===== config.mk =====
export PLATFORM = sky130hd
export DESIGN_NAME = gpio_notify
export DESIGN_NICKNAME = d
export VERILOG_FILES = /design/src/inc/gpio_notify_pkg.sv /design/src/gpio_notify.sv /design/src/pin_sync.sv /design/src/pkt_tx.sv
export SDC_FILE = /design/constraint.sdc
export NUM_CORES = 1
export LEC_CHECK = 0
export BUFFER_PORTS_ARGS = -buffer_cell sky130_fd_sc_hd__buf_2
export CORE_MARGIN = 5
export CORE_UTILIZATION = 40
export CTS_BUF_LIST = sky130_fd_sc_hd__clkbuf_16
export CTS_CLUSTER_DIAMETER = 40
export DETAILED_ROUTE_END_ITERATION = 16
export PLACE_DENSITY = 0.67
export SYNTH_ARGS = -nofsm -noshare
export SYNTH_HDL_FRONTEND = slang
export SYNTH_SLANG_ARGS = --single-unit

===== constraint.sdc =====
create_clock -name CLK_I -period 19.1 [get_ports CLK_I]
set_clock_uncertainty 0.2 [all_clocks]
set_input_delay 1.91 -clock CLK_I [delete_from_list [all_inputs] [get_ports CLK_I]]
set_output_delay 1.91 -clock CLK_I [all_outputs]
set_load 0.02 [all_outputs]

===== src/inc/gpio_notify_pkg.sv =====
package gpio_notify_pkg;

  // ----------------------------------------------------------------
  // Sizes
  // ----------------------------------------------------------------
  localparam int NPIN    = 10;
  localparam int ADDR_W  = 12;
  localparam int IDX_W   = ADDR_W - 2;
  localparam int REG_W   = 16;
  localparam int NEV     = 3;
  localparam int PKT_MAX = 10;
  localparam int LEN_W   = 4;

  // ----------------------------------------------------------------
  // Register indices; the byte address is four times the index
  // ----------------------------------------------------------------
  localparam logic [IDX_W-1:0] IDX_PIN_MODE    = 10'h00C;
  localparam logic [IDX_W-1:0] IDX_PIN_DIR     = 10'h00D;
  localparam logic [IDX_W-1:0] IDX_PIN_SET     = 10'h00E;
  localparam logic [IDX_W-1:0] IDX_PIN_CLEAR   = 10'h00F;
  localparam logic [IDX_W-1:0] IDX_PIN_LEVEL   = 10'h010;
  localparam logic [IDX_W-1:0] IDX_NOTIFY_MASK = 10'h011;
  localparam logic [IDX_W-1:0] IDX_NOTIFY_FMT  = 10'h012;
  localparam logic [IDX_W-1:0] IDX_INT_STATUS  = 10'h020;
  localparam logic [IDX_W-1:0] IDX_INT_MASK    = 10'h021;

  // ----------------------------------------------------------------
  // Reset values
  // ----------------------------------------------------------------
  localparam logic [NPIN-1:0] RST_PIN_MODE    = 10'h300;
  localparam logic [NPIN-1:0] RST_PIN_DIR     = 10'h000;
  localparam logic [NPIN-1:0] RST_PIN_OUT     = 10'h000;
  localparam logic [NPIN-1:0] RST_NOTIFY_MASK = 10'h100;
  localparam logic [1:0]      RST_NOTIFY_FMT  = 2'h0;
  localparam logic [NEV-1:0]  RST_INT_MASK    = 3'h0;

  // ----------------------------------------------------------------
  // Field positions
  // ----------------------------------------------------------------
  localparam int FMT_VENDOR = 0;
  localparam int FMT_BREAK  = 1;
  localparam int EV_PKT     = 0;
  localparam int EV_CHG     = 1;
  localparam int EV_BRK     = 2;
  localparam int STD_OVR    = 6;
  localparam int STD_PAR    = 5;
  localparam int STD_FRM    = 4;
  localparam int STD_RING   = 3;
  localparam int STD_BRK    = 2;
  localparam int STD_DSR    = 1;
  localparam int STD_DCD    = 0;
  localparam int VND_OVR    = 3;
  localparam int VND_PAR    = 2;
  localparam int VND_FRM    = 1;
  localparam int VND_BRK    = 0;

  // ----------------------------------------------------------------
  // Packet constants, bus answers and timing
  // ----------------------------------------------------------------
  localparam logic [7:0]       PKT_REQ_TYPE     = 8'hA1;
  localparam logic [7:0]       PKT_SERIAL_STATE = 8'h20;
  localparam logic [15:0]      PKT_WVALUE       = 16'h0000;
  localparam logic [7:0]       PKT_IFACE        = 8'h00;
  localparam logic [15:0]      PKT_WLENGTH      = 16'h0002;
  localparam logic [LEN_W-1:0] PKT_STD_LEN      = 4'hA;
  localparam logic [LEN_W-1:0] PKT_VND_LEN      = 4'h5;
  localparam logic [1:0]       RESP_OKAY        = 2'h0;
  localparam logic [1:0]       RESP_SLVERR      = 2'h2;
  localparam logic [1:0]       WARM_CYC         = 2'h3;

  // Expands two byte strobes into a sixteen bit lane mask.
  function automatic logic [REG_W-1:0] lanes(input logic [1:0] strb);
    lanes = {{8{strb[1]}}, {8{strb[0]}}};
  endfunction

endpackage


===== src/gpio_notify.sv =====
// Overview of operation
// - Writing one to a set bit drives that output pin high.
// - Writing one to a clear bit drives that output pin low.
// - Set and clear never touch pins given to an alternate function.
// - Set and clear never touch pins whose direction is input.
// - The level register reads the present level of all ten pins.
// - Writing the level register loads every general purpose output pin.
// - Unmasked input changes trigger a packet; the mask resets to 0x100.
// - The mask covers every input pin, alternate function ones too.
// - Masked pins are still read and reported in the vendor packet, and ring, DSR and DCD in the standard one.
// - With the break enable bit set a received break triggers a packet.
// - Format bit zero picks the standard or the vendor packet layout.
// - Standard packet opens with request type 0xA1 and code 0x20.
// - Then zero value, zero index, length two, two data bytes, low first.
// - Data bits: overrun, parity, framing, ring, break, DSR, DCD.
// - Vendor packet: two level bytes then two change-flag bytes.
// - Vendor packet ends with an error and break status byte.
// - Direction bit one makes a general purpose pin an output.
`timescale 1ns/100ps
module gpio_notify import gpio_notify_pkg::*; #(
  parameter int DCD_PIN  = 1,
  parameter int DSR_PIN  = 3,
  parameter int RING_PIN = 0
) (
  input  wire logic              CLK_I,
  input  wire logic              RST_I,
  input  wire logic              CE_I,
  input  wire logic [ADDR_W-1:0] AWADDR_I,
  input  wire logic              AWVALID_I,
  output logic                   AWREADY_O,
  input  wire logic [31:0]       WDATA_I,
  input  wire logic [3:0]        WSTRB_I,
  input  wire logic              WVALID_I,
  output logic                   WREADY_O,
  output logic      [1:0]        BRESP_O,
  output logic                   BVALID_O,
  input  wire logic              BREADY_I,
  input  wire logic [ADDR_W-1:0] ARADDR_I,
  input  wire logic              ARVALID_I,
  output logic                   ARREADY_O,
  output logic      [31:0]       RDATA_O,
  output logic      [1:0]        RRESP_O,
  output logic                   RVALID_O,
  input  wire logic              RREADY_I,
  input  wire logic [NPIN-1:0]   PIN_I,
  output logic      [NPIN-1:0]   PIN_O,
  output logic      [NPIN-1:0]   PIN_OE_O,
  input  wire logic [NPIN-1:0]   ALT_OUT_I,
  input  wire logic [NPIN-1:0]   ALT_OE_I,
  output logic      [NPIN-1:0]   ALT_SEL_O,
  input  wire logic              OVR_I,
  input  wire logic              PAR_I,
  input  wire logic              FRM_I,
  input  wire logic              BRK_I,
  output logic      [7:0]        PKT_DATA_O,
  output logic                   PKT_VALID_O,
  output logic                   PKT_LAST_O,
  input  wire logic              PKT_READY_I,
  output logic                   IRQ_O
);
  // ----------------------------------------------------------------
  // State
  // ----------------------------------------------------------------
  typedef struct packed {
    logic             aw_rdy;
    logic             w_rdy;
    logic             aw_got;
    logic             w_got;
    logic [IDX_W-1:0] awidx;
    logic [REG_W-1:0] wdata;
    logic [1:0]       wstrb;
    logic             bvalid;
    logic [1:0]       bresp;
    logic             ar_rdy;
    logic             rvalid;
    logic [REG_W-1:0] rdata;
    logic [1:0]       rresp;
    logic [NPIN-1:0]  alt;
    logic [NPIN-1:0]  dir;
    logic [NPIN-1:0]  out;
    logic [NPIN-1:0]  nmask;
    logic [1:0]       fmt;
    logic [NPIN-1:0]  pin_o;
    logic [NPIN-1:0]  pin_oe;
    logic [1:0]       warm;
    logic [NPIN-1:0]  lvl_prev;
    logic             brk_prev;
    logic [NPIN-1:0]  chg;
    logic [NPIN-1:0]  snap;
    logic             pend;
    logic [NEV-1:0]   istat;
    logic [NEV-1:0]   imask;
    logic             irq;
  } st_t;

  localparam st_t ST_RST = '{alt: RST_PIN_MODE, dir: RST_PIN_DIR, out: RST_PIN_OUT,
                             nmask: RST_NOTIFY_MASK, fmt: RST_NOTIFY_FMT,
                             imask: RST_INT_MASK, default: '0};

  st_t st_r;
  st_t st_nxt;

  logic [NPIN-1:0]      lvl_s, gp_out, set_bits, clr_bits, lvl_wm, diff;
  logic                 tx_busy, tx_done, tx_valid, tx_last;
  logic                 aw_fire, w_fire, ar_fire, wr_fire;
  logic                 pin_trig, brk_rise, brk_trig, load;
  logic [7:0]           tx_data, std_data, vnd_stat;
  logic [REG_W-1:0]     wlm;
  logic [IDX_W-1:0]     aridx;
  logic [NEV-1:0]       ist_clr;
  logic [8*PKT_MAX-1:0] pkt_buf;
  logic [LEN_W-1:0]     pkt_len;

  // ----------------------------------------------------------------
  // Submodules
  // ----------------------------------------------------------------
  // Pin levels come from outside the clock domain.
  pin_sync #(.W(NPIN)) u_sync (
    .clk_i (CLK_I),
    .rst_i (RST_I),
    .ce_i  (CE_I),
    .d_i   (PIN_I),
    .q_o   (lvl_s)
  );

  // Notification packet shifter toward the interrupt endpoint.
  pkt_tx #(.NBYTE(PKT_MAX)) u_tx (
    .clk_i   (CLK_I),
    .rst_i   (RST_I),
    .ce_i    (CE_I),
    .load_i  (load),
    .buf_i   (pkt_buf),
    .len_i   (pkt_len),
    .data_o  (tx_data),
    .valid_o (tx_valid),
    .last_o  (tx_last),
    .ready_i (PKT_READY_I),
    .busy_o  (tx_busy),
    .done_o  (tx_done)
  );

  // ----------------------------------------------------------------
  // Decode helpers
  // ----------------------------------------------------------------
  // Bus handshakes and the write that executes once address and data are held.
  assign wlm     = lanes(st_r.wstrb);
  assign aw_fire = AWVALID_I & st_r.aw_rdy;
  assign w_fire  = WVALID_I & st_r.w_rdy;
  assign ar_fire = ARVALID_I & st_r.ar_rdy;
  assign wr_fire = st_r.aw_got & st_r.w_got & ~st_r.bvalid;
  assign aridx   = ARADDR_I[ADDR_W-1:2];

  // Only general purpose pins set as outputs may be steered by software.
  assign gp_out   = ~st_r.alt & st_r.dir;
  assign set_bits = (wr_fire && st_r.awidx == IDX_PIN_SET) ?
                    (st_r.wdata[NPIN-1:0] & wlm[NPIN-1:0] & gp_out) : '0;
  assign clr_bits = (wr_fire && st_r.awidx == IDX_PIN_CLEAR) ?
                    (st_r.wdata[NPIN-1:0] & wlm[NPIN-1:0] & gp_out) : '0;
  assign lvl_wm   = (wr_fire && st_r.awidx == IDX_PIN_LEVEL) ?
                    (wlm[NPIN-1:0] & gp_out) : '0;
  assign ist_clr  = (wr_fire && st_r.awidx == IDX_INT_STATUS) ?
                    (st_r.wdata[NEV-1:0] & wlm[NEV-1:0]) : '0;

  // Change detection on every pin not driven by this device, after warm-up.
  assign diff     = (st_r.warm == WARM_CYC) ?
                    ((lvl_s ^ st_r.lvl_prev) & ~st_r.pin_oe) : '0;
  assign pin_trig = |(diff & ~st_r.nmask);
  assign brk_rise = BRK_I & ~st_r.brk_prev;
  assign brk_trig = brk_rise & st_r.fmt[FMT_BREAK];
  assign load     = st_r.pend & ~tx_busy;

  // ----------------------------------------------------------------
  // Packet assembly
  // ----------------------------------------------------------------
  // Status bytes of the two layouts; ring, DSR and DCD follow their pins.
  always_comb begin
    std_data           = 8'h00;
    std_data[STD_OVR]  = OVR_I;
    std_data[STD_PAR]  = PAR_I;
    std_data[STD_FRM]  = FRM_I;
    std_data[STD_RING] = lvl_s[RING_PIN];
    std_data[STD_BRK]  = BRK_I;
    std_data[STD_DSR]  = lvl_s[DSR_PIN];
    std_data[STD_DCD]  = lvl_s[DCD_PIN];
    vnd_stat           = 8'h00;
    vnd_stat[VND_OVR]  = OVR_I;
    vnd_stat[VND_PAR]  = PAR_I;
    vnd_stat[VND_FRM]  = FRM_I;
    vnd_stat[VND_BRK]  = BRK_I;
  end

  // Byte zero sits in the low bits; multi-byte fields go low byte first.
  always_comb begin
    if (st_r.fmt[FMT_VENDOR]) begin
      pkt_buf = {40'h0, vnd_stat,
                 6'h00, st_r.chg[9:8], st_r.chg[7:0],
                 6'h00, lvl_s[9:8], lvl_s[7:0]};
      pkt_len = PKT_VND_LEN;
    end else begin
      pkt_buf = {8'h00, std_data,
                 PKT_WLENGTH[15:8], PKT_WLENGTH[7:0],
                 8'h00, PKT_IFACE, PKT_WVALUE[15:8], PKT_WVALUE[7:0],
                 PKT_SERIAL_STATE, PKT_REQ_TYPE};
      pkt_len = PKT_STD_LEN;
    end
  end

  // ----------------------------------------------------------------
  // Next state
  // ----------------------------------------------------------------
  always_comb begin
    st_nxt = st_r;
    // Write address and data are taken in either order.
    if (aw_fire) begin
      st_nxt.aw_got = 1'b1;
      st_nxt.awidx  = AWADDR_I[ADDR_W-1:2];
    end
    if (w_fire) begin
      st_nxt.w_got = 1'b1;
      st_nxt.wdata = WDATA_I[REG_W-1:0];
      st_nxt.wstrb = WSTRB_I[1:0];
    end
    if (st_r.bvalid && BREADY_I) begin
      st_nxt.bvalid = 1'b0;
    end
    // Register writes honour the two low byte strobes.
    if (wr_fire) begin
      st_nxt.aw_got = 1'b0;
      st_nxt.w_got  = 1'b0;
      st_nxt.bvalid = 1'b1;
      st_nxt.bresp  = RESP_OKAY;
      case (st_r.awidx)
        IDX_PIN_MODE: begin
          st_nxt.alt = (st_r.alt & ~wlm[NPIN-1:0]) | (st_r.wdata[NPIN-1:0] & wlm[NPIN-1:0]);
        end
        IDX_PIN_DIR: begin
          st_nxt.dir = (st_r.dir & ~wlm[NPIN-1:0]) | (st_r.wdata[NPIN-1:0] & wlm[NPIN-1:0]);
        end
        IDX_NOTIFY_MASK: begin
          st_nxt.nmask = (st_r.nmask & ~wlm[NPIN-1:0]) |
                         (st_r.wdata[NPIN-1:0] & wlm[NPIN-1:0]);
        end
        IDX_NOTIFY_FMT: begin
          st_nxt.fmt = (st_r.fmt & ~wlm[1:0]) | (st_r.wdata[1:0] & wlm[1:0]);
        end
        IDX_INT_MASK: begin
          st_nxt.imask = (st_r.imask & ~wlm[NEV-1:0]) | (st_r.wdata[NEV-1:0] & wlm[NEV-1:0]);
        end
        IDX_PIN_SET, IDX_PIN_CLEAR, IDX_PIN_LEVEL, IDX_INT_STATUS: begin
          st_nxt.bresp = RESP_OKAY;
        end
        default: begin
          st_nxt.bresp = RESP_SLVERR;
        end
      endcase
    end
    st_nxt.aw_rdy = ~st_nxt.aw_got & ~st_nxt.bvalid;
    st_nxt.w_rdy  = ~st_nxt.w_got & ~st_nxt.bvalid;

    // Reads answer one cycle after the address is taken.
    if (st_r.rvalid && RREADY_I) begin
      st_nxt.rvalid = 1'b0;
    end
    if (ar_fire) begin
      st_nxt.rvalid = 1'b1;
      st_nxt.rresp  = RESP_OKAY;
      st_nxt.rdata  = '0;
      case (aridx)
        IDX_PIN_MODE:    st_nxt.rdata[NPIN-1:0] = st_r.alt;
        IDX_PIN_DIR:     st_nxt.rdata[NPIN-1:0] = st_r.dir;
        IDX_PIN_LEVEL:   st_nxt.rdata[NPIN-1:0] = lvl_s;
        IDX_NOTIFY_MASK: st_nxt.rdata[NPIN-1:0] = st_r.nmask;
        IDX_NOTIFY_FMT:  st_nxt.rdata[1:0] = st_r.fmt;
        IDX_INT_STATUS:  st_nxt.rdata[NEV-1:0] = st_r.istat;
        IDX_INT_MASK:    st_nxt.rdata[NEV-1:0] = st_r.imask;
        IDX_PIN_SET, IDX_PIN_CLEAR: st_nxt.rdata = '0;
        default:         st_nxt.rresp = RESP_SLVERR;
      endcase
    end
    st_nxt.ar_rdy = ~st_nxt.rvalid;

    // Output latch, then the pin drive mux between software and alternate logic.
    st_nxt.out    = ((st_r.out & ~lvl_wm) | (st_r.wdata[NPIN-1:0] & lvl_wm) | set_bits)
                    & ~clr_bits;
    st_nxt.pin_o  = (st_r.alt & ALT_OUT_I) | (~st_r.alt & st_nxt.out);
    st_nxt.pin_oe = (st_r.alt & ALT_OE_I) | (~st_r.alt & st_nxt.dir);

    // Previous samples; warm-up hides the reset value of the synchroniser.
    if (st_r.warm != WARM_CYC) begin
      st_nxt.warm = st_r.warm + 2'h1;
    end
    st_nxt.lvl_prev = lvl_s;
    st_nxt.brk_prev = BRK_I;

    // A trigger in the load cycle keeps the request pending.
    st_nxt.pend = (st_r.pend & ~load) | pin_trig | brk_trig;
    if (load) begin
      st_nxt.snap = st_r.chg;
    end
    // Delivered flags drop; changes of this cycle are kept.
    st_nxt.chg = (st_r.chg & ~(tx_done ? st_r.snap : '0)) | diff;

    // Sticky events, cleared by writing one; a new event wins the clear.
    st_nxt.istat = (st_r.istat & ~ist_clr) | {brk_rise, pin_trig, tx_done};
    st_nxt.irq   = |(st_nxt.istat & st_nxt.imask);
  end

  // State register; the clock enable freezes everything.
  always_ff @(posedge CLK_I or posedge RST_I) begin
    if (RST_I) begin
      st_r <= ST_RST;
    end else if (CE_I) begin
      st_r <= st_nxt;
    end
  end

  // ----------------------------------------------------------------
  // Outputs
  // ----------------------------------------------------------------
  assign AWREADY_O   = st_r.aw_rdy;
  assign WREADY_O    = st_r.w_rdy;
  assign BVALID_O    = st_r.bvalid;
  assign BRESP_O     = st_r.bresp;
  assign ARREADY_O   = st_r.ar_rdy;
  assign RVALID_O    = st_r.rvalid;
  assign RRESP_O     = st_r.rresp;
  assign RDATA_O     = {16'h0000, st_r.rdata};
  assign PIN_O       = st_r.pin_o;
  assign PIN_OE_O    = st_r.pin_oe;
  assign ALT_SEL_O   = st_r.alt;
  assign IRQ_O       = st_r.irq;
  assign PKT_DATA_O  = tx_data;
  assign PKT_VALID_O = tx_valid;
  assign PKT_LAST_O  = tx_last;
endmodule // gpio_notify


===== src/pin_sync.sv =====
`timescale 1ns/100ps
module pin_sync #(
  parameter int W = 10
) (
  input  wire logic         clk_i,
  input  wire logic         rst_i,
  input  wire logic         ce_i,
  input  wire logic [W-1:0] d_i,
  output logic      [W-1:0] q_o
);
  typedef struct packed {
    logic [W-1:0] s1;
    logic [W-1:0] s2;
  } sync_st_t;

  sync_st_t st_r;
  sync_st_t st_nxt;

  // Two stages; only the second stage is read outside.
  always_comb begin
    st_nxt    = st_r;
    st_nxt.s1 = d_i;
    st_nxt.s2 = st_r.s1;
  end

  // State register.
  always_ff @(posedge clk_i or posedge rst_i) begin
    if (rst_i) begin
      st_r <= '0;
    end else if (ce_i) begin
      st_r <= st_nxt;
    end
  end

  assign q_o = st_r.s2;
endmodule // pin_sync


===== src/pkt_tx.sv =====
`timescale 1ns/100ps
module pkt_tx import gpio_notify_pkg::*; #(
  parameter int NBYTE = PKT_MAX
) (
  input  wire logic               clk_i,
  input  wire logic               rst_i,
  input  wire logic               ce_i,
  input  wire logic               load_i,
  input  wire logic [8*NBYTE-1:0] buf_i,
  input  wire logic [LEN_W-1:0]   len_i,
  output logic      [7:0]         data_o,
  output logic                    valid_o,
  output logic                    last_o,
  input  wire logic               ready_i,
  output logic                    busy_o,
  output logic                    done_o
);
  typedef enum logic {TX_IDLE, TX_SEND} tx_state_t;
  typedef struct packed {
    tx_state_t          state;
    logic [8*NBYTE-1:0] sh;
    logic [LEN_W-1:0]   left;
    logic               valid;
    logic               last;
    logic               done;
  } tx_st_t;

  localparam tx_st_t TX_RST = '{state: TX_IDLE, default: '0};

  tx_st_t st_r;
  tx_st_t st_nxt;

  // Shifts the packet out byte by byte, lowest byte first.
  always_comb begin
    st_nxt      = st_r;
    st_nxt.done = 1'b0;
    case (st_r.state)
      TX_IDLE: begin
        if (load_i) begin
          st_nxt.state = TX_SEND;
          st_nxt.sh    = buf_i;
          st_nxt.left  = len_i;
          st_nxt.valid = 1'b1;
          st_nxt.last  = (len_i == LEN_W'(1));
        end
      end
      TX_SEND: begin
        if (ready_i) begin
          st_nxt.sh   = st_r.sh >> 8;
          st_nxt.left = st_r.left - LEN_W'(1);
          st_nxt.last = (st_r.left == LEN_W'(2));
          if (st_r.last) begin
            st_nxt.state = TX_IDLE;
            st_nxt.valid = 1'b0;
            st_nxt.last  = 1'b0;
            st_nxt.done  = 1'b1;
          end
        end
      end
      default: begin
        st_nxt = TX_RST;
      end
    endcase
  end

  // State register.
  always_ff @(posedge clk_i or posedge rst_i) begin
    if (rst_i) begin
      st_r <= TX_RST;
    end else if (ce_i) begin
      st_r <= st_nxt;
    end
  end

  assign data_o  = st_r.sh[7:0];
  assign valid_o = st_r.valid;
  assign last_o  = st_r.last;
  assign busy_o  = st_r.valid;
  assign done_o  = st_r.done;
endmodule // pkt_tx


**After elaboration in Yosys (flattened, before gate mapping)**

Cells that the tools add are included.

- Flip-flop bits (word level): 254
- Bits of input ports: 103
- Output and inout port bits: 82
- Logic and storage cells: 182

- $add $sub $neg: 2
- Equal/unequal tests: 25
- Mux-type cells: 30
- Bitwise logic cells: 67
- Reduce and logical (&&, ||, !) cells: 21

Operator list:

| operator | count |
|---|---|
| $pmux 87 s2 | 1 |
| $and 10x10->10 | 17 |
| $mux 88 | 1 |
| $mux 87 | 1 |
| $eq 10x4->1 const B | 8 |
| $or 10x10->10 | 8 |
| $mux 71 | 1 |
| $mux 10 | 7 |
| $not 10->10 | 7 |
| $eq 10x5->1 const B | 6 |
| $eq 10x6->1 const B | 4 |
| $pmux 7 s4 | 1 |
| $mux 19 | 1 |
| $reduce_or 9->1 | 2 |
| $mux 3 | 5 |
| $pmux 2 s7 | 1 |
| $and 3x3->3 | 4 |
| $reduce_and 2->1 | 6 |
| $reduce_and 3->1 | 4 |
| $and 1x1->1 | 11 |
| $reduce_or 10->1 | 1 |
| $xor 10x10->10 | 1 |
| $not 1->1 | 9 |
| $ne 2x2->1 const B | 4 |
| other kinds (18) | 34 |

**Depth between registers and ports, before layout**

Gate-level depths: netlist of the first run.

- Depth after elaboration: 11
- Mapped depth: 8

**Hierarchy**

From an unflattened synthesis of the first run, not the netlist that was laid out.

- Cell total of the unflattened synthesis: 1120
- Area total of the unflattened synthesis: 12887.4 um2

By module, submodules not included:

| module | instances | cells each | area each (um2) |
|---|---|---|---|
| gpio_notify | 1 | 756 | 7966.4 |
| pkt_tx | 1 | 321 | 4093.9 |
| pin_sync | 1 | 43 | 827.0 |

**Worst setup path before layout of the first run**

No wires, ideal clock.

- Path type: input-to-reg
- From: input port ARADDR_I[4]
- To: register st_r (netlist bit RDATA_O[3])
- Setup time: 77 ps
- Data arrival time: 3348 ps
- Slack: 15475 ps
- Stages: 5
- Cell sequence: or4b_1 > nor4_2 > a22o_1 > a221oi_1 > o21ai_1

- Word-level cells in the longest chain between the ends: 2
- Elaborated cells between the ends (all ways): 5
- Those cells by class: eq/ne (4); mux (1)

Ends and longest elaborated chain:

| element | line | source |
|---|---|---|
| start: declaration | gpio_notify.sv:38 | `input wire logic [ADDR_W-1:0] ARADDR_I,` |
| $eq 10x5->1 or $eq 10x4->1 (tied branches) | gpio_notify.sv:268 | `case (aridx)` |
| $pmux 7 s4 * | gpio_notify.sv:268 |  |
| end signal: assignment | gpio_notify.sv:313 | `st_r <= st_nxt;` |
| end: declaration | gpio_notify.sv:100 | `st_t st_r;` |

Mark *: on every way between the ends. The rest lies on a longest branch, timed or not.
A chain may end at the register's enable or synchronous reset.

**Worst setup path in the final report of the first run**

- From: input port CE_I
- To: register st_r[129] (netlist bit)

- Word-level cells in the longest chain between the ends: 1

Ends and longest elaborated chain:

| element | line | source |
|---|---|---|
| start: declaration | gpio_notify.sv:27 | `input wire logic CE_I,` |
| $reduce_and 2->1 (no source line) | -- |  |

Every way passes these cells.

==> results of run 1 <==
state kept, by name (all words and copies together) (netlist names):
| signal | cells |
|---|---|
| u_tx.st_r | 69 |
| AWREADY_O | 1 |
| st_r | 96 |
| u_tx.data_o | 8 |
| u_sync.q_o | 10 |
| u_tx.done_o | 1 |
| PIN_OE_O | 10 |
| BRESP_O | 1 |
| PIN_O | 10 |
| IRQ_O | 1 |
| WREADY_O | 1 |
| ARREADY_O | 1 |
| u_tx.busy_o | 1 |
| RVALID_O | 1 |
| RRESP_O | 1 |
| ALT_SEL_O | 10 |
| u_tx.last_o | 1 |
| RDATA_O | 10 |
| BVALID_O | 1 |
| u_sync.st_nxt | 10 |
power by group through the flow:
stage               clock, mW  combinational, mW  sequential, mW
detailed placement          0              0.310           0.755
global route            0.702              0.344           0.767
floorplan                   0              0.262           0.704
CTS                     0.675              0.312           0.748
finish                  0.665              0.310           0.750
global placement            0              0.302           0.750
kinds of logic after synthesis:
group,after synthesis,share of synthesized area
simple gates,255,0.1198
xor+xnor,12,0.009057
buf+inv,167,0.07989
mux,96,0.09261
fa+ha+maj,3,0.003235
flops,244,0.5265
other cells,1,0.0003231
compound gates,286,0.1686
cell usage after synthesis (3+ instances only):
| library cell | instances |
|---|---|
| o21ai_0 | 69 |
| dfstp_2 | 3 |
| nor4_4 | 3 |
| a221oi_1 | 8 |
| or4b_2 | 7 |
| dfrtp_1 | 241 |
| o211ai_1 | 3 |
| a41oi_1 | 3 |
| a22o_1 | 66 |
| nand3b_1 | 3 |
| nor4_2 | 3 |
| nand4_1 | 18 |
| a211oi_1 | 11 |
| nor2_1 | 38 |
| a221o_1 | 3 |
| a21oi_1 | 24 |
| nand2b_1 | 6 |
| buf_2 | 6 |
| buf_4 | 76 |
| o2bb2ai_1 | 12 |
| mux2i_1 | 5 |
| o22ai_1 | 12 |
| inv_1 | 32 |
| nand3_1 | 26 |
| nand2_1 | 95 |
| nor4b_1 | 3 |
| nor3b_1 | 3 |
| ha_1 | 3 |
| o21ai_1 | 25 |
| buf_1 | 5 |
| clkbuf_1 | 46 |
| a31oi_1 | 10 |
| and3_1 | 17 |
| and2_1 | 5 |
| mux2_1 | 4 |
| xnor2_1 | 10 |
| a22oi_1 | 26 |
| nor2b_1 | 3 |
| nor3_1 | 7 |
| mux2_2 | 87 |
critical path: cells and delay by family:
family                 cells  cell delay, ns
muxes                      1            0.50
and+or+nand+nor            1            0.74
buffers and inverters      2            1.03
per-layer routing:
| metal | part of all wire | track usage | vias to the layer above | wire [um] |
|---|---|---|---|---|
| li1 | - | - | 3940 | - |
| met1 | 0.45 | 0.2531 | 4298 | 13300 |
| met2 | 0.46 | 0.2823 | 286 | 13810 |
| met3 | 0.069 | 0.04461 | 45 | 2060 |
| met4 | 0.022 | 0.04749 | 0 | 655 |
| met5 | 0 | 0 | - | 0 |
per-stage QoR:
stage          power, mW  instance area (um^2)  utilization  setup slack, ns  hold slack [ns]
2_1_floorplan     0.9664                 11690            -            10.29           0.2470
3_3_place_gp       1.052                 12110       0.4219            14.42           0.2592
3_5_place_dp       1.066                 12110       0.4219            14.40           0.2652
4_1_cts            1.735                 13340       0.4647            14.93           0.2775
5_1_grt            1.812                 13340       0.4647            14.60           0.2955
6_report           1.725                 13340       0.4647            15.03           0.2735
cell type report:
| cell class | count | area (um^2) | area share |
|---|---|---|---|
| timing repair buffer | 139 | 715.7 | 0.05365 |
| clock buffer | 37 | 925.9 | 0.06941 |
| multi-input combinational | 676 | 4673 | 0.3503 |
| inverter | 33 | 131.4 | 0.009849 |
| sequential | 244 | 6110 | 0.4580 |
| clock inverter | 31 | 302.8 | 0.02270 |
| tap | 384 | 480.5 | 0.03602 |
path summary, 6_finish.rpt:
check / startpoint / end / slack (ns)
max reg2reg: st_r[126] / st_r[66] / 16.17
max in group asynchronous: RST_I / RVALID_O / 15.09
min: u_tx.data_o[3] / u_tx.data_o[3] / 0.27
max: CE_I / st_r[129] / 15.03
min in group asynchronous: RST_I / u_tx.st_r[42] / 1.31
min reg2reg: u_tx.data_o[3] / u_tx.data_o[3] / 0.27
==> out/summary.txt, run 1 <==
Status: complete, no violations
Clock power frac: 0.386
First-pass GRT wire length: 48.29 mm
Hold-critical path depth: 2
Initial antenna violation count: 0
Vias post-DR: 8,569
Total GRT Usage: 0.1805
CP dominant cell by count: buf_4
Clock Sinks: 244
Cell Int Power: 1.164 mW
Fill cells: 2,656
# H-tree levels: 2
Placed cell count: 1,476
Yosys cell types: 68
Gate power share: 0.180
Antenna diodes: 0
Worst-path fanout max: 71
Filler-free cell count of the finished design: 1,544
Yosys top cell by area: dfrtp_1
Worst setup SP type: primary input
Area contributors post-synth: dfrtp_1 (52%), mux2_2 (8.4%), a22o_1 (5.0%)
Unrepaired setup endpoints after global routing: no
Most common cell after layout, fill and taps aside: dfrtp_1
Synth Warn #: 0
Number of flops mapped to enable cells by yosys: 0
Via density: 5.550
Share of layout cells above drive strength 1: 0.2724
Peak VDD IR: 0.00007161 V
Mapped Area: 11,600 um^2
FMAX: 245.5 MHz
DRT Pass-1 Iters: 6
PD cells: 129.4 nW/um^2
Routed len/inst: 19.31 um
Required time worst endpoint: 19.29 ns
Fin Setup TNS: 0 ns
GPL Wtd Cong: 0.8445
CTS buffer count: 37
Post-CTS Hold Buffers: 0
DRC Markers: 0
Vias in the first global route: 8,493
Final layout net count: 1,237
Number of port buffers: 132
Switching Share: 0.3253
Die area: 32,520 um^2
Rows: 62
Net Switching: 0.5614 mW
Largest net degree at the start of global routing: 100
Total gr overflow: 0
Pins Over Slew Limit: 0
CTS root buffer: clkbuf_16
Seq cells post-synth: 244
Syn_area_per_cell: 10.91 um^2
Leak: 6.009 nW
Final wirelength: 29.82 mm
CP arrival: 4.27 ns
I/O Pins: 185
Sequential share of power: 0.435
Initial Util: 0.4043
CORE AREA: 28,700 um^2
Crit path time final: 4.074 ns
Worst slew margin: 0.3199
Final Cycle Share: 0.2133
# setup viols final: 0
Worst-skew pair later-pin latency: 0.52 ns
Async S/R FF share, synth: 1.000
Cts repair resizes: 0
Most frequent cells in the layout: dfrtp_1 (241), buf_2 (131), nand2_1 (95)
Clock transition at path regs: 0.05 ns
CP Cell Sequence: buf_4 -> buf_4 -> nand3_1 -> mux2_2
Main synth FF type: dfrtp_1
DPL Wire Length: 20.62 mm
Post-synthesis cell count: 1,064
CTS max path bufs: 3
TritonCTS clock tree: built
Hold Vio Cnt, Final: 0
Final ANT Viol Nets: 0
Slowest CP cell: nand3_1
Setup Buffers After CTS: 0
Hold Path Class: flip-flop to flip-flop
WS Path Type: primary input to flip-flop
Slew @ Worst Pin: 1.018 ns
Synth top area share: 0.5197
Area grow syn2layout: 14.94%
Max-Cap Viols: 0
Worst reg2reg path depth: 4
Max stage delay on crit path: 0.74 ns
Setup crit end kind: flip-flop
Die width: 180.3 um
Register area share after synthesis: 0.5265
1st-iter DRT viols: 596
Chip height: 180.3 um
Note: power is estimated with default switching activity, not from simulation.
==> inputs of run 2 (changes only) <==
==> constraint.sdc (replaced) <==
create_clock -name CLK_I -period 4.1 [get_ports CLK_I]
set_clock_uncertainty 0.2 [all_clocks]
set_input_delay 0.41 -clock CLK_I [delete_from_list [all_inputs] [get_ports CLK_I]]
set_output_delay 0.41 -clock CLK_I [all_outputs]
set_load 0.02 [all_outputs]
==> out/summary.txt, run 2 (synthesis gave the netlist of run 1 again) <==
Clock transition at path regs: 0.06 ns (was 0.05 ns)
FMAX: 356.3 MHz
DP Area: 12,170 um^2 (was 12,110 um^2)
TritonCTS clock tree: built (unchanged)
CTS root buffer: clkbuf_16 (unchanged)
Clock Sinks: 244 (unchanged)
Cts repair resizes: 0 (unchanged)
Initial antenna violation count: 0 (unchanged)
Vias in the first global route: 8,765 (was 8,493)
DP Worst Slack: 1.320 ns (was 14.40 ns)
Worst setup SP type: flip-flop (was primary input)
Biggest register: st_r (unchanged)
Final layout net count: 1,283 (was 1,237)
DPL Wire Length: 20.75 mm (was 20.62 mm)
Fin Setup TNS: 0 ns (unchanged)
Most frequent cells in the layout: dfrtp_1 (241), buf_2 (131), nand2_1 (95) (unchanged)
Max reg flops: 96 (unchanged)
WP buf/inv: 0 (was 2)
Vias post-DR: 8,803 (was 8,569)
Routed len/inst: 19.20 um (was 19.31 um)
Final ANT Viol Nets: 0 (unchanged)
First-pass GRT wire length: 49.02 mm (was 48.29 mm)
Peak VDD IR: 0.0002833 V (was 0.00007161 V)
Final wirelength: 30.40 mm (was 29.82 mm)
I/O Pins: 185 (unchanged)
CTS max path bufs: 3 (unchanged)
Chip height: 180.3 um (unchanged)
Status: complete, no violations (unchanged)
Most common cell after layout, fill and taps aside: dfrtp_1 (unchanged)
DRT Pass-1 Iters: 5 (was 6)
Die width: 180.3 um (unchanged)
GPL Wtd Cong: 0.8468 (was 0.8445)
1st-iter DRT viols: 696 (was 596)
CTS buffer count: 35 (was 37)
Crit path time final: 2.806 ns
Slowest CP cell: dfrtp_1 (was nand3_1)
Largest regs: st_r (96), u_tx.st_r (69) (unchanged)
WS Path Type: flip-flop to flip-flop (was primary input to flip-flop)
Final Cycle Share: 0.6845
Hold Path Class: primary input to flip-flop (was flip-flop to flip-flop)
Worst-skew pair later-pin latency: 0.51 ns (was 0.52 ns)
Hold Vio Cnt, Final: 0 (unchanged)
Share of layout cells above drive strength 1: 0.2585 (was 0.2724)
Total gr overflow: 0 (unchanged)
PD cells: 578.6 nW/um^2 (was 129.4 nW/um^2)
Area grow syn2layout: 18.41% (was 14.94%)
DRC Markers: 0 (unchanged)
Final WS setup: 1.294 ns (was 15.03 ns)
Unrepaired setup endpoints after global routing: no (unchanged)
Antenna diodes: 0 (unchanged)
Largest net degree at the start of global routing: 190 (was 100)
Die area: 32,520 um^2 (unchanged)
Leak: 6.182 nW (was 6.009 nW)
Pins Over Slew Limit: 0 (unchanged)
Setup Buffers After CTS: 0 (unchanged)
Initial Util: 0.4043 (unchanged)
Total GRT Usage: 0.1836 (was 0.1805)
Number of port buffers: 132 (unchanged)
CP arrival: 3.00 ns (was 4.27 ns)
Max stage delay on crit path: 0.57 ns (was 0.74 ns)
Final instance area: 13,740 um^2 (was 13,340 um^2)
Crit-path leading delay family: simple AND/OR/NAND/NOR gates (was buffers and inverters)
Via density: 5.561 (was 5.550)
# setup viols final: 0 (unchanged)
Worst slew margin: 0.2443 (was 0.3199)
CORE AREA: 28,700 um^2 (unchanged)
Setup crit end kind: flip-flop (unchanged)
Slew @ Worst Pin: 1.133 ns (was 1.018 ns)
Worst-path fanout max: 13 (was 71)
CP Cell Sequence: and4b_1 -> and2_1 -> nand3_1 -> mux2_2 (was buf_4 -> buf_4 -> nand3_1 -> mux2_2)
Required time worst endpoint: 4.29 ns (was 19.29 ns)
Rows: 62 (unchanged)
# H-tree levels: 2 (unchanged)
Max-Cap Viols: 0 (unchanged)
Post-CTS Hold Buffers: 42 (was 0)
## run 2: cell types whose count changed in the layout (fill, tap and decap cells not counted), moves of 2 or more
| cell | change |
|---|---|
| dlygate4sd3_1 | +42 |
| buf_12 | +2 |
| clkinv_1 | +4 |
| inv_8 | -2 |
| buf_4 | +4 |
| inv_6 | -4 |
| clkinv_4 | +2 |
| clkinv_2 | -4 |
| clkinvlp_4 | -3 |
## run 2: worst paths after layout
path | from | end | slack, ns | cells after the start
min | ALT_OUT_I[2] | PIN_O[2] | 0.005 | 3
max | st_r[126] | st_r[64] | 1.29 | 4
min reg2reg | st_r[39] | st_r[39] | 0.28 | 1
max in group asynchronous | RST_I | PIN_O[0] | 2.16 | 4
max reg2reg | st_r[126] | st_r[64] | 1.29 | 4
min in group asynchronous | RST_I | u_sync.q_o[9] | 0.19 | 3
## run 2: per-layer routing
metal	track usage	vias to the layer above	share of wire
met5	0	-	0
met4	0.05898	0	0.030
met3	0.04057	64	0.066
met2	0.2862	302	0.46
met1	0.2566	4396	0.44
li1	-	4041	-
## run 2: worst min-delay path: cells and delay by family
family	cells	cell delay [ns]
AOI/OAI and AO/OA	2	0.18
buffers and inverters	1	0.08
## run 2: metrics by stage
stage	power (mW)	instances	hold slack, ns	utilization
finish	7.951	1583	0.005219	0.4788
global route	8.332	1583	0.01182	0.4788
CTS	7.990	1583	0.001572	0.4788
detailed placement	4.971	1482	0.1624	0.4241
global placement	4.909	1482	0.1589	0.4241
floorplan	4.503	1087	0.2470	-
## run 2: layout make-up
class,count,area (um^2)
clock inverter,23,249.0
inverter,33,127.6
clock buffer,36,900.9
sequential,244,6110
fill,2638,14960
timing repair buffer,187,1206
tap,384,480.5
multi-input combinational,676,4668
## run 2: power by group
part / leakage, nW / total [mW] / internal, mW / switching [mW]
combinational: 2.58 / 1.49 / 0.681 / 0.807
clock: 0.566 / 2.97 / 1.86 / 1.11
sequential: 3.04 / 3.49 / 2.90 / 0.596
==> inputs of run 3 (changes only) <==
==> constraint.sdc (replaced) <==
create_clock -name CLK_I -period 2.9 [get_ports CLK_I]
set_clock_uncertainty 0.2 [all_clocks]
set_input_delay 0.29 -clock CLK_I [delete_from_list [all_inputs] [get_ports CLK_I]]
set_output_delay 0.29 -clock CLK_I [all_outputs]
set_load 0.02 [all_outputs]
==> out/summary.txt, run 3 (synthesis gave the netlist of run 1 again) <==
Total GRT Usage: 0.1888 (was 0.1836)
WP buf/inv: 0 (unchanged)
DPL Wire Length: 21.35 mm (was 20.75 mm)
Most frequent cells in the layout: dfrtp_1 (241), buf_2 (131), nand2_1 (95) (unchanged)
Routed len/inst: 19.04 um (was 19.20 um)
Final wirelength: 31.17 mm (was 30.40 mm)
Max-Cap Viols: 0 (unchanged)
CORE AREA: 28,700 um^2 (unchanged)
Met2 Use GR: 0.3000 (was 0.2862)
Filler-free cell count of the finished design: 1,637 (was 1,583)
Worst setup SP type: flip-flop (unchanged)
Initial Util: 0.4043 (unchanged)
FMAX: 415.1 MHz (was 356.3 MHz)
# H-tree levels: 2 (unchanged)
Most common cell after layout, fill and taps aside: dfrtp_1 (unchanged)
WS Path Type: flip-flop to flip-flop (unchanged)
DP Area: 12,360 um^2 (was 12,170 um^2)
Worst slew margin: 0.3762 (was 0.2443)
Largest regs: st_r (96), u_tx.st_r (69) (unchanged)
Required time worst endpoint: 3.09 ns (was 4.29 ns)
Initial antenna violation count: 0 (unchanged)
Share of layout cells above drive strength 1: 0.2745 (was 0.2585)
Slew @ Worst Pin: 0.9322 ns (was 1.133 ns)
# setup viols final: 0 (unchanged)
Cts repair resizes: 0 (unchanged)
Crit path time final: 2.409 ns (was 2.806 ns)
Total gr overflow: 0 (unchanged)
Top Usage Layer GRT: met2 (unchanged)
I/O Pins: 185 (unchanged)
Antenna diodes: 0 (unchanged)
Clock transition at path regs: 0.05 ns (was 0.06 ns)
Largest net degree at the start of global routing: 132 (was 190)
Worst-path fanout max: 10 (was 13)
Rows: 62 (unchanged)
Area grow syn2layout: 23.12% (was 18.41%)
Met1 GRT Util: 0.2654 (was 0.2566)
Max stage delay on crit path: 0.57 ns (about the same)
Final instance area: 14,290 um^2 (was 13,740 um^2)
Max reg flops: 96 (unchanged)
Worst hold slack: 0.01236 ns (was 0.005219 ns)
GR Util met3: 0.03694 (was 0.04057)
Via density: 5.478 (was 5.561)
Multi-input logic area: 4668 um^2 (unchanged)
Unrepaired setup endpoints after global routing: no (unchanged)
CTS buffer count: 38 (was 35)
Final ANT Viol Nets: 0 (unchanged)
Setup Buffers After CTS: 0 (unchanged)
Die width: 180.3 um (unchanged)
Die area: 32,520 um^2 (unchanged)
Post-layout util: 0.4978 (was 0.4788)
Post-CTS Hold Buffers: 62 (was 42)
Pins Over Slew Limit: 0 (unchanged)
GPL Wtd Cong: 0.8638 (was 0.8468)
Hold Path Class: primary input to flip-flop (unchanged)
Biggest register: st_r (unchanged)
Worst-skew pair later-pin latency: 0.52 ns (was 0.51 ns)
PD cells: 826.4 nW/um^2 (was 578.6 nW/um^2)
CP arrival: 2.60 ns (was 3.00 ns)
Crit-path leading delay family: simple AND/OR/NAND/NOR gates (unchanged)
First-pass GRT wire length: 50.52 mm (was 49.02 mm)
Slowest CP cell: or4_4 (was dfrtp_1)
Leak: 6.463 nW (was 6.182 nW)
Hold Vio Cnt, Final: 0 (unchanged)
Number of port buffers: 132 (unchanged)
Clock Sinks: 244 (unchanged)
Chip height: 180.3 um (unchanged)
1st-iter DRT viols: 673 (was 696)
Fin Setup TNS: 0 ns (unchanged)
TritonCTS clock tree: built (unchanged)
Setup crit end kind: flip-flop (unchanged)
Peak VDD IR: 0.0004691 V (was 0.0002833 V)
CP Cell Sequence: or4_4 -> nor3_4 -> nand3_2 -> mux2_2 (was and4b_1 -> and2_1 -> nand3_1 -> mux2_2)
CTS max path bufs: 3 (unchanged)
Fill cells: 2,533 (was 2,638)
Storage element area: 6110 um^2 (unchanged)
DRT Pass-1 Iters: 5 (unchanged)
Vias in the first global route: 9,002 (was 8,765)
Placed cell count: 1,506 (was 1,482)
Final layout net count: 1,330 (was 1,283)
Final Cycle Share: 0.8306 (was 0.6845)
DRC Markers: 0 (unchanged)
Vias post-DR: 8,967 (was 8,803)
Status: complete, no violations (unchanged)
CTS root buffer: clkbuf_16 (unchanged)
[run 3: changes by cell type in the layout (fill, tap and decap cells not counted), moves of 2 or more]
cell and delta:
clkinv_2 +3, clkinvlp_4 +3, clkbuf_16 +2, buf_4 +23, clkinv_4 -3, inv_8 +2
dlygate4sd3_1 +20, bufinv_16 +2
[run 3: cell type report]
| cell class | instances | share of cell area |
|---|---|---|
| repair buffers | 231 | 0.1119 |
| well taps | 384 | 0.03363 |
| inverters | 33 | 0.008932 |
| multi-input cells | 676 | 0.3267 |
| flip-flops and latches | 244 | 0.4276 |
| clock buffers | 38 | 0.06656 |
| clock inverters | 31 | 0.02461 |
[run 3: worst paths after layout]
path	slack [ns]	cells after the start	from	end
worst min-delay path	0.01	2	ARADDR_I[3]	RRESP_O[1]
worst min register to register	0.27	1	u_tx.st_r[78]	u_tx.st_r[70]
min in group asynchronous	0.26	4	RST_I	u_sync.q_o[5]
max in group asynchronous	1.55	4	RST_I	ALT_SEL_O[2]
worst max-delay path	0.49	4	st_r[150]	st_r[83]
worst max register to register	0.49	4	st_r[150]	st_r[83]
[run 3: metrics by stage]
step | worst slack, ns | power [mW]
2_1_floorplan | -0.7913 | 6.366
3_3_place_gp | 0.4958 | 7.053
3_5_place_dp | 0.4306 | 7.128
4_1_cts | 0.4786 | 11.87
5_1_grt | 0.3598 | 12.37
6_report | 0.4912 | 11.81
[run 3: report_power, final]
group | total (mW) | leakage (nW) | internal [mW] | switching (mW)
Clock | 4.63 | 0.639 | 2.96 | 1.67
Combinational | 2.31 | 2.78 | 1.06 | 1.25
Sequential | 4.87 | 3.04 | 4.10 | 0.766
Total | 11.8 | 6.46 | 8.12 | 3.68
[run 3: per-layer routing]
metal / wire length, um / part of all wire
met1: 14110 / 0.45
met5: 0 / 0
met4: 667 / 0.021
met3: 1768 / 0.057
met2: 14630 / 0.47
